File: config.mk
export PLATFORM = sky130hd
export DESIGN_NAME = lacs_top
export DESIGN_NICKNAME = d
export VERILOG_FILES = /design/src/hdl/lacs_pkg.sv /design/src/hdl/lacs_load_avg.sv /design/src/hdl/lacs_sync.sv /design/src/hdl/lacs_top.sv
export VERILOG_INCLUDE_DIRS = /design/src /design/src/hdl
export SDC_FILE = /design/constraint.sdc
export NUM_CORES = 1
export LEC_CHECK = 0
export ABC_AREA = 1
export BUFFER_PORTS_ARGS = -buffer_cell sky130_fd_sc_hd__buf_2
export CAP_MARGIN = 20
export CORE_ASPECT_RATIO = 0.5
export CORE_UTILIZATION = 52
export CTS_CLUSTER_SIZE = 30
export DETAILED_ROUTE_END_ITERATION = 12
export PLACE_DENSITY = 0.72
export SLEW_MARGIN = 20
export SYNTH_ARGS = -nofsm -noshare
export SYNTH_HDL_FRONTEND = slang
export SYNTH_SLANG_ARGS = --single-unit
File: constraint.sdc
create_clock -name clk_i -period 5.6 [get_ports clk_i]
set_input_delay 0.84 -clock clk_i [delete_from_list [all_inputs] [get_ports clk_i]]
set_output_delay 0.84 -clock clk_i [all_outputs]
set_load 0.1 [all_outputs]
File: src/hdl/lacs_consts.svh
/*
 * Constants of the load-adaptive current regulator and its serial config port:
 * command length, threshold scaling, step and decrement tables, reset values.
 * Assumes nothing; included by the package only, the design modules use its macros.
 */
`ifndef LACS_CONSTS_SVH
`define LACS_CONSTS_SVH

// serial command length in bits
`define LACS_CMD_BITS      20
`define LACS_CMD_MSB       19
`define LACS_SHIFT_RST     20'h00000
`define LACS_CMD_RST       20'h00000

// thresholds are codes times 32
`define LACS_THR_SHIFT     5
// coil values are scaled by (factor + 1) / 32
`define LACS_SCALE_SHIFT   5

// applied factor resets to the top code and is clamped into range at once
`define LACS_SE_RST        5'h1f
`define LACS_DN_CNT_RST    6'h00

// increment step per code 0..3
`define LACS_UP_STEP_0     6'h01
`define LACS_UP_STEP_1     6'h02
`define LACS_UP_STEP_2     6'h04
`define LACS_UP_STEP_3     6'h08

// measurements at or above the upper threshold per decrement, code 0..3
`define LACS_DN_NEED_0     6'h20
`define LACS_DN_NEED_1     6'h08
`define LACS_DN_NEED_2     6'h02
`define LACS_DN_NEED_3     6'h01

// filter averages 2**2 measurements
`define LACS_AVG_LOG2      2
`define LACS_AVG_CNT_LAST  2'h3
`define LACS_ACC_RST       12'h000

`endif

File: src/hdl/lacs_pkg.sv
/*
 * Types of the load-adaptive current regulator: configuration bundle,
 * and the state records of the top module, the synchroniser and the filter.
 * Assumes lacs_consts.svh is on the include path.
 */
`include "lacs_consts.svh"

package lacs_pkg;

	// regulator configuration, delivered as plain ports
	typedef struct packed {
		logic [4:0] current_scale;
		logic [1:0] increment_step_code;
		logic [1:0] decrement_rate_code;
		logic       minimum_current_limit_bit;
		logic [3:0] lower_load_threshold_code;
		logic [3:0] upper_load_window_code;
		logic       load_filter_enable;
	} lacs_cfg_t;

	typedef struct packed {
		logic                         sck_q;
		logic                         csn_q;
		logic [`LACS_CMD_BITS-1:0]    shift;
		logic                         sdo;
		logic [`LACS_CMD_BITS-1:0]    cmd;
		logic                         cmd_stb;
		logic [4:0]                   se;
		logic [5:0]                   dn_cnt;
		logic [7:0]                   coil_a;
		logic [7:0]                   coil_b;
	} lacs_top_st_t;

	typedef struct packed {
		logic s1;
		logic s2;
		logic s3;
		logic q;
	} lacs_sync_st_t;

	typedef struct packed {
		logic [11:0] acc;
		logic [1:0]  cnt;
		logic [9:0]  avg;
		logic        vld;
	} lacs_avg_st_t;

endpackage : lacs_pkg

File: src/hdl/lacs_load_avg.sv
/*
 * Load measurement filter: passes each measurement through, or averages
 * four consecutive ones when enabled. Assumes one valid pulse per full step.
 */
`timescale 1ns/1ps

module lacs_load_avg (
	input  wire logic       clk_i,
	input  wire logic       rst_n_i,
	input  wire logic       filt_en_i,
	input  wire logic [9:0] load_i,
	input  wire logic       load_valid_i,
	output logic      [9:0] avg_o,
	output logic            avg_valid_o
);
	import lacs_pkg::*;

	lacs_avg_st_t st_r;
	lacs_avg_st_t st_nxt;
	logic [11:0]  sum;

	always_comb begin
		st_nxt     = st_r;
		st_nxt.vld = 1'b0;
		sum        = st_r.acc + {2'h0, load_i};
		if (!filt_en_i) begin
			st_nxt.acc = `LACS_ACC_RST;
			st_nxt.cnt = 2'h0;
			if (load_valid_i) begin
				st_nxt.avg = load_i;
				st_nxt.vld = 1'b1;
			end
		end else if (load_valid_i) begin
			if (st_r.cnt == `LACS_AVG_CNT_LAST) begin
				st_nxt.avg = sum[11:`LACS_AVG_LOG2];
				st_nxt.vld = 1'b1;
				st_nxt.acc = `LACS_ACC_RST;
				st_nxt.cnt = 2'h0;
			end else begin
				st_nxt.acc = sum;
				st_nxt.cnt = st_r.cnt + 2'h1;
			end
		end
	end

	always_ff @(posedge clk_i or negedge rst_n_i) begin
		if (!rst_n_i) begin
			st_r <= '{acc: `LACS_ACC_RST, cnt: 2'h0, avg: 10'h000, vld: 1'b0};
		end else begin
			st_r <= st_nxt;
		end
	end

	assign avg_o       = st_r.avg;
	assign avg_valid_o = st_r.vld;

endmodule : lacs_load_avg

File: src/hdl/lacs_sync.sv
/*
 * Three-flop input synchroniser with agreement filter for one pin.
 * Assumes the pin is asynchronous to clk_i; output is a clean level.
 */
`timescale 1ns/1ps

module lacs_sync #(
	parameter logic RST_VAL = 1'b1
) (
	input  wire logic clk_i,
	input  wire logic rst_n_i,
	input  wire logic d_i,
	output logic      q_o
);
	import lacs_pkg::*;

	lacs_sync_st_t st_r;
	lacs_sync_st_t st_nxt;

	always_comb begin
		st_nxt    = st_r;
		st_nxt.s1 = d_i;
		st_nxt.s2 = st_r.s1;
		st_nxt.s3 = st_r.s2;
		// second and third stage agree: the change counts
		if (st_r.s2 == st_r.s3) begin
			st_nxt.q = st_r.s3;
		end
	end

	always_ff @(posedge clk_i or negedge rst_n_i) begin
		if (!rst_n_i) begin
			st_r <= '{s1: RST_VAL, s2: RST_VAL, s3: RST_VAL, q: RST_VAL};
		end else begin
			st_r <= st_nxt;
		end
	end

	assign q_o = st_r.q;

endmodule : lacs_sync

File: src/hdl/lacs_top.sv
/*
 * Load-adaptive coil current regulator with its 20-bit serial config port.
 * Assumes the serial pins are asynchronous to clk_i and the bus clock runs
 * well below half the system clock; configuration arrives as plain ports.
 */
`timescale 1ns/1ps

module lacs_top (
	input  wire logic                  clk_i,
	input  wire logic                  rst_n_i,
	// serial port pins
	input  wire logic                  sck_i,
	input  wire logic                  sdi_i,
	input  wire logic                  csn_i,
	output logic                       sdo_o,
	// received command
	output logic [`LACS_CMD_BITS-1:0]  cmd_word_o,
	output logic                       cmd_stb_o,
	// regulator configuration and load input
	input  wire lacs_pkg::lacs_cfg_t   cfg_i,
	input  wire logic [9:0]            load_measurement_i,
	input  wire logic                  load_valid_i,
	// coil currents before and after scaling
	input  wire logic [7:0]            coil_a_i,
	input  wire logic [7:0]            coil_b_i,
	output logic      [7:0]            coil_a_scaled_o,
	output logic      [7:0]            coil_b_scaled_o,
	output logic      [4:0]            applied_current_factor_o
);
	import lacs_pkg::*;

	lacs_top_st_t st_r;
	lacs_top_st_t st_nxt;

	logic       sck_s;
	logic       sdi_s;
	logic       csn_s;
	logic [9:0] filt_load;
	logic       filt_valid;

	// pin synchronisers
	// a select change closer than two clocks to a bus clock edge may be seen
	// in either order, so the host keeps them apart
	lacs_sync #(
		.RST_VAL (1'b1)
	) u_sync_sck (
		.clk_i   (clk_i),
		.rst_n_i (rst_n_i),
		.d_i     (sck_i),
		.q_o     (sck_s)
	);

	lacs_sync #(
		.RST_VAL (1'b0)
	) u_sync_sdi (
		.clk_i   (clk_i),
		.rst_n_i (rst_n_i),
		.d_i     (sdi_i),
		.q_o     (sdi_s)
	);

	lacs_sync #(
		.RST_VAL (1'b1)
	) u_sync_csn (
		.clk_i   (clk_i),
		.rst_n_i (rst_n_i),
		.d_i     (csn_i),
		.q_o     (csn_s)
	);

	lacs_load_avg u_load_avg (
		.clk_i        (clk_i),
		.rst_n_i      (rst_n_i),
		.filt_en_i    (cfg_i.load_filter_enable),
		.load_i       (load_measurement_i),
		.load_valid_i (load_valid_i),
		.avg_o        (filt_load),
		.avg_valid_o  (filt_valid)
	);

	// edges of the clean pin levels
	logic sck_rise;
	logic sck_fall;
	logic csn_rise;

	always_comb begin
		sck_rise = sck_s & ~st_r.sck_q;
		sck_fall = ~sck_s & st_r.sck_q;
		csn_rise = csn_s & ~st_r.csn_q;
	end

	// regulator thresholds and limits
	logic [9:0] thr_lo;
	logic [9:0] thr_hi;
	logic [4:0] thr_hi_code;
	logic [5:0] cs_plus1;
	logic [5:0] min_plus1;
	logic [4:0] se_min;
	logic [4:0] se_max;
	logic [5:0] up_step;
	logic [5:0] dn_need;

	// thresholds are whole multiples of 32 on the load scale
	always_comb begin
		thr_lo      = 10'h000;
		thr_hi      = 10'h000;
		thr_lo[9:`LACS_THR_SHIFT] = {1'b0, cfg_i.lower_load_threshold_code};
		thr_hi_code = {1'b0, cfg_i.lower_load_threshold_code}
		            + {1'b0, cfg_i.upper_load_window_code}
		            + 5'h01;
		thr_hi[9:`LACS_THR_SHIFT] = thr_hi_code;
	end

	// limits of the applied factor, recomputed whenever the scale moves
	always_comb begin
		// upper limit is the scale code
		se_max   = cfg_i.current_scale;
		cs_plus1 = {1'b0, cfg_i.current_scale} + 6'h01;
		// quarter when set, half when clear
		if (cfg_i.minimum_current_limit_bit) begin
			min_plus1 = cs_plus1 >> 2;
		end else begin
			min_plus1 = cs_plus1 >> 1;
		end
		// a fraction below 1/32 is held at the smallest code
		if (min_plus1 == 6'h00) begin
			se_min = 5'h00;
		end else begin
			se_min = 5'(min_plus1 - 6'h01);
		end
	end

	always_comb begin
		unique case (cfg_i.increment_step_code)
			2'h0: up_step = `LACS_UP_STEP_0;
			2'h1: up_step = `LACS_UP_STEP_1;
			2'h2: up_step = `LACS_UP_STEP_2;
			2'h3: up_step = `LACS_UP_STEP_3;
		endcase
	end

	always_comb begin
		unique case (cfg_i.decrement_rate_code)
			2'h0: dn_need = `LACS_DN_NEED_0;
			2'h1: dn_need = `LACS_DN_NEED_1;
			2'h2: dn_need = `LACS_DN_NEED_2;
			2'h3: dn_need = `LACS_DN_NEED_3;
		endcase
	end

	// coil scaling products, (factor + 1) never exceeds 32
	logic [5:0]  se_plus1;
	logic [13:0] prod_a;
	logic [13:0] prod_b;

	always_comb begin
		se_plus1 = {1'b0, st_r.se} + 6'h01;
		prod_a   = {6'h00, coil_a_i} * {8'h00, se_plus1};
		prod_b   = {6'h00, coil_b_i} * {8'h00, se_plus1};
	end

	// candidate factor after one regulation event
	logic [6:0] se_up;
	logic [5:0] se_work;
	logic [5:0] dn_next;

	assign dn_next = st_r.dn_cnt + 6'h01;

	always_comb begin
		st_nxt         = st_r;
		st_nxt.cmd_stb = 1'b0;
		st_nxt.sck_q   = sck_s;
		st_nxt.csn_q   = csn_s;
		se_up          = 7'h00;
		se_work        = {1'b0, st_r.se};

		// bus clock only counts while selected
		if (!csn_s) begin
			if (sck_rise) begin
				// first bit ends up at the top
				st_nxt.shift = {st_r.shift[`LACS_CMD_MSB-1:0], sdi_s};
			end
			if (sck_fall) begin
				st_nxt.sdo = st_r.shift[`LACS_CMD_MSB];
			end
		end

		if (csn_rise) begin
			st_nxt.cmd     = st_r.shift;
			st_nxt.cmd_stb = 1'b1;
		end

		// regulation on each delivered measurement; the decrement counter
		// survives the middle band so slow unloading still lowers the current
		if (filt_valid) begin
			if (filt_load < thr_lo) begin
				se_up          = {2'h0, st_r.se} + {1'b0, up_step};
				// a large step stops at the ceiling
				if (se_up > {2'h0, se_max}) begin
					se_work = {1'b0, se_max};
				end else begin
					se_work = se_up[5:0];
				end
				st_nxt.dn_cnt  = `LACS_DN_CNT_RST;
			end else if (filt_load >= thr_hi) begin
				if (dn_next >= dn_need) begin
					st_nxt.dn_cnt = `LACS_DN_CNT_RST;
					if (st_r.se > se_min) begin
						se_work = {1'b0, st_r.se} - 6'h01;
					end else begin
						se_work = {1'b0, se_min};
					end
				end else begin
					st_nxt.dn_cnt = dn_next;
				end
			end
		end

		// keep status inside the limits, also when the scale moves
		if (se_work > {1'b0, se_max}) begin
			st_nxt.se = se_max;
		end else if (se_work < {1'b0, se_min}) begin
			st_nxt.se = se_min;
		end else begin
			st_nxt.se = se_work[4:0];
		end

		st_nxt.coil_a = prod_a[12:`LACS_SCALE_SHIFT];
		st_nxt.coil_b = prod_b[12:`LACS_SCALE_SHIFT];
	end

	always_ff @(posedge clk_i or negedge rst_n_i) begin
		if (!rst_n_i) begin
			st_r <= '{
				sck_q:   1'b1,
				csn_q:   1'b1,
				shift:   `LACS_SHIFT_RST,
				sdo:     1'b0,
				cmd:     `LACS_CMD_RST,
				cmd_stb: 1'b0,
				se:      `LACS_SE_RST,
				dn_cnt:  `LACS_DN_CNT_RST,
				coil_a:  8'h00,
				coil_b:  8'h00
			};
		end else begin
			st_r <= st_nxt;
		end
	end

	assign sdo_o                    = st_r.sdo;
	assign cmd_word_o               = st_r.cmd;
	assign cmd_stb_o                = st_r.cmd_stb;
	assign coil_a_scaled_o          = st_r.coil_a;
	assign coil_b_scaled_o          = st_r.coil_b;
	assign applied_current_factor_o = st_r.se;

endmodule : lacs_top

-- Yosys cells after proc, flatten, opt, wreduce, memory -nomap -nowiden
Cells that the tools add are included.
- register bits: 108
- bits of input ports: 51
- output and inout port bits: 43
- logic and storage cells: 93
- add/subtract/negate cells: 10
- multiply operators: 2
- $lt $le $gt $ge: 7
- equality and inequality tests: 12
- multiplexer cells: 21
- bitwise gates (word level): 7
- reductions and logical operators: 8
- operator list (cell ; number):
    2-to-1 mux 6 bit ; 9
    2-to-1 mux 25 bit ; 2
    one-hot mux 6 bit (4 select lines) ; 2
    multiplier 8 x 6 -> 13 bit ; 2
    2-to-1 mux 11 bit ; 2
    2-to-1 mux 5 bit ; 4
    2-to-1 mux 14 bit ; 1
    adder 12 x 10 -> 12 bit ; 1
    adder 5 x 1 -> 6 bit (second input constant) ; 2
    == test 2 bit (second input constant) ; 5
    >= comparator 10 bit ; 1
    less-than comparator 10 x 9 -> 1 bit ; 1
    AND reduction 2 bit ; 4
    adder 5 x 6 -> 7 bit ; 1
    greater-than comparator 7 x 5 -> 1 bit ; 1
    adder 6 x 1 -> 6 bit (second input constant) ; 1
    >= comparator 6 bit ; 1
    greater-than comparator 6 x 5 -> 1 bit ; 1
    logical NOT 6 bit ; 1
    less-than comparator 6 x 5 -> 1 bit ; 1
    subtractor 5 x 1 -> 6 bit (second input constant) ; 1
    adder 4 x 4 -> 5 bit ; 1
    adder 5 x 1 -> 5 bit (second input constant) ; 1
    greater-than comparator 5 bit ; 1
    other kinds (10) ; 20

-- Logic depth before layout (Yosys ltp)
- depth after elaboration: 13
- gate-level depth with buffers: 31
- gate-level depth less buffers: 31

-- Hierarchy
A second synthesis with hierarchy kept.
- cells, all modules: 1165
- area, all modules: 9180.1 um^2
- modules (own cells, without submodules) (module ; times used ; cells an instance ; area an instance (um^2)):
    lacs_top ; 1 ; 900 ; 7074.3
    lacs_load_avg ; 1 ; 241 ; 1746.7
    lacs_sync at u_sync_csn ... ; 2 ; 8 ; 121.4
    lacs_sync at u_sync_sdi ; 1 ; 8 ; 116.4

-- Worst setup path before layout
Ideal clock, no wire load.
- kind: register to register
- from: register st_r (netlist bit applied_current_factor_o[0])
- to: register st_r (netlist bit coil_b_scaled_o[5])
- data arrival time: 4.388 ns
- path slack: 1.085 ns
- cell stages (with the launch flop): 23
- path buffers: 2
- clock period less this slack: 4.515 ns
- path through: dfstp_2 inv_2 clkbuf_1 ha_1 clkbuf_1 nand2_1 fa_1 inv_1 ha_1 inv_1 fa_1 inv_1 ha_1 nand2_1 nor3_1 a31oi_1 o21bai_1 a21o_1 nand2_1 inv_2 a21oi_1 o21ai_1 xor2_1
- longest elaborated chain between the ends: 2
- RTL lines (what ; line ; text):
    from (decl) ; lacs_top.sv:32 ; lacs_top_st_t st_r;
    from (signal assigned) ; lacs_top.sv:234 ; st_r <= '{
    from (signal assigned) ; lacs_top.sv:247 ; st_r <= st_nxt;
    adder 5 x 1 -> 6 bit ; lacs_top.sv:157 ; se_plus1 = {1'b0, st_r.se} + 6'h01;
    multiplier 8 x 6 -> 13 bit ; lacs_top.sv:159 ; prod_b = {6'h00, coil_b_i} * {8'h00, se_plus1};
    named net prod_b[10] ; lacs_top.sv:154 ; logic [13:0] prod_b;
The timed path passes the listed nets, and every way through them passes these cells.
A chain may end at the register's enable or synchronous reset.

-- Worst setup path after layout
- from: register st_r (netlist bit applied_current_factor_o[0])
- to: register st_r (netlist bit coil_b_scaled_o[7])
Same word-level chain as after synthesis.

==> summary.txt <==
status -> completed
Slew @ Worst Pin -> 0.948 ns
total wire length -> 18000 um
sequential fraction of the synthesis area -> 0.308
Final TNS setup -> 0 ns
largest net degree at the start of global routing -> 60
Clock Tree Root -> clkbuf_16
R2R Path Start -> applied_current_factor_o[0]
initial core utilization -> 0.536
worst r2r path cells -> 20
period utilization -> 0.882
Synth area leaders -> dfrtp_1 26%, ha_1 13%, fa_1 11%
number of synthesized flops with an enable pin -> 0
IO Count -> 94
CP startpoint -> applied_current_factor_o[0]
number of global-route vias before repair -> 6892
highest-delay cell along the critical path -> dfstp_2
FP Rows -> 33
Die W -> 186 um
DRC -> 0
Max-Cap Viols -> 0
CTS Sinks -> 108
Mapped Cells -> 1074
CP delay by family, top -> adder cells
via count -> 6985
first-pass GRT wire length -> 31000 um
hold violation total from the final report -> 0
htree depth -> 3
skew final -> 0.0103 ns
Synthesized Nets -> 1265
worst-case clock buffer depth -> 2
crit path DAT -> 5.21 ns
synthesized area per cell -> 8.22 sq um
Antenna Nets Post-Route -> 0
Core Box Area -> 16500 sq um
Die Span Y -> 94.1 um
largest fanout on the critical path -> 17
# port buffers -> 93
RSZ-0062 raised after global routing -> false
Clk Latency, worst-skew pair -> 0.36 ns
Synth top area share -> 0.264
reg2reg setup slack -> 0.66 ns
Synth area leader -> dfrtp_1
flops & latches, synth -> 108
hold bufs inserted after CTS -> 0
worst path required time -> 5.88 ns
cts repair resizes -> 0
Bufs and invs on worst path -> 4
Crit. End Element -> flop
post-CTS setup buffer count -> 0
CP peak stage delay -> 0.70 ns
detailed placement HPWL -> 13900 um
placed cell area -> 9220 sq um
Fmax -> 203 MHz
crit path cell chain -> inv_2 > ha_1 > nand2_1 > fa_1 > inv_1 > ha_1 > inv_1 > fa_1 > inv_1 > ha_1 > nand2_1 > nor3_1 > a31oi_1 > o21bai_1 > a21o_1 > nand2_1 > nand2_1 > nand3_1 > o21ai_1 > xor2_1
CP startpoint kind -> flop
most common cell in the netlist -> nand2_1
number of cells on the worst hold path -> 0
CTS tree -> built
final setup fails -> 0
grt total ovfl -> 0
Hold Path End -> u_sync_sck.st_nxt[1]
synth warn -> 0
drt wl/cell -> 13.3 um
top post-synthesis cells by count -> 234 x nand2_1, 172 x inv_1, 93 x dfrtp_1
HP Class -> flop to flop
crit-path most repeated cell -> nand2_1
Rel. slew slack -> 0.367
mapped cell area -> 8820 sq um
min-delay src -> u_sync_sck.st_nxt[2]
Min Clock Period, post-route -> 4.94 ns
initial antenna violation count -> 1
share of post-route cells with drive strength above 1 -> 0.134
die area -> 17500 sq um
Final #Nets -> 1312
gr usage total -> 0.222
Worst R2R End -> coil_b_scaled_o[7]
CTS clock-pin slew for the worst setup and hold paths -> 0.08 ns
GPL Wtd Cong -> 0.901
total CTS buffers -> 9
Hold Slack -> 0.359 ns
DR iter-0 viols -> 319
synth unique cells -> 47
share of async-settable or async-resettable flops after synthesis -> 1.00
total iterations of the first detailed-routing run -> 5
final instance area -> 9530 sq um
final slew viol count -> 0
Area Growth Syn to Fin -> 7.94%
predominant post-synthesis flop cell -> dfrtp_1
post-DR vias/cell -> 5.15
WS Path Type -> flop to flop
layout make-up:
class	instances	area, sq um
Clock inverter	6	63.8
Fill cell	1503	6950
Sequential cell	108	2720
Tap cell	227	284
Antenna cell	2	5.00
Multi-Input combinational cell	725	5040
Timing Repair Buffer	96	490
Inverter	181	679
Clock buffer	10	239
placed cells by master, fill, tap and decap left out, types with 2 or more instances in the layout:
cell and instances:
a21o_1 2, a21oi_1 44, a22oi_1 3, a31oi_1 2, a32o_1 5, buf_2 92
buf_4 4, clkbuf_16 9, clkinv_1 3, dfrtp_1 93, dfstp_2 15, diode_2 2
fa_1 49, ha_1 91, inv_1 172, inv_2 6, inv_8 2, maj3_1 3
nand2_1 233, nand2_2 5, nand2_4 2, nand3_1 46, nand3_2 2, nand4_1 10
nor2_1 69, nor3_1 5, o211ai_1 12, o21a_1 4, o21ai_0 72, o21ai_1 4
o21bai_1 4, o22ai_1 2, or2_2 3, xnor2_1 9, xor2_1 31
flip-flops by register name, indices dropped and copies added (netlist names), 5 cells and up:
| signal | flops |
|---|---|
| cmd_word_o | 20 |
| coil_b_scaled_o | 8 |
| coil_a_scaled_o | 8 |
| u_load_avg.avg_o | 10 |
| applied_current_factor_o | 5 |
| u_load_avg.st_r | 14 |
| st_r | 28 |
through the flow:
stage	setup slack [ns]	instances	util
final	0.663	1355	0.578
after global routing	0.236	1353	0.578
after detailed placement	0.442	1337	0.559
after CTS	0.676	1353	0.578
after floorplan	1.09	1074	-
after global placement	0.627	1337	0.559
worst max-delay path by stage:
| stage | to | slack, ns | depth (start not counted) |
|---|---|---|---|
| 2_1_floorplan | coil_b_scaled_o[5] | 1.09 | 22 |
| 3_3_place_gp | applied_current_factor_o[4] | 0.63 | 30 |
| 3_5_place_dp | applied_current_factor_o[4] | 0.44 | 30 |
| 4_1_cts | coil_a_scaled_o[7] | 0.68 | 18 |
| 5_1_grt | applied_current_factor_o[4] | 0.24 | 30 |
| 6_report | coil_b_scaled_o[7] | 0.66 | 20 |
cell families (layout without fill, tap and decap cells):
group           count (synthesis)  count (layout)  synth area share
buf+inv                       241             293             0.121
flops                         108             108             0.308
compound gates                162             162             0.108
other cells                     0               2                 0
fa+ha+maj                     143             143             0.244
xor+xnor                       40              40            0.0397
simple gates                  380             380             0.180
per-layer routing:
| metal | track usage | vias up | part of all wire |
|---|---|---|---|
| li1 | - | 3472 | - |
| met1 | 0.289 | 3305 | 0.47 |
| met2 | 0.382 | 185 | 0.46 |
| met3 | 0.0461 | 21 | 0.056 |
| met4 | 0.0471 | 2 | 0.0085 |
| met5 | 0 | - | 0.00056 |
Power is left out: the tool's default activity adds up to more than one toggle a clock period on the data nets, which glitch-free logic cannot reach.
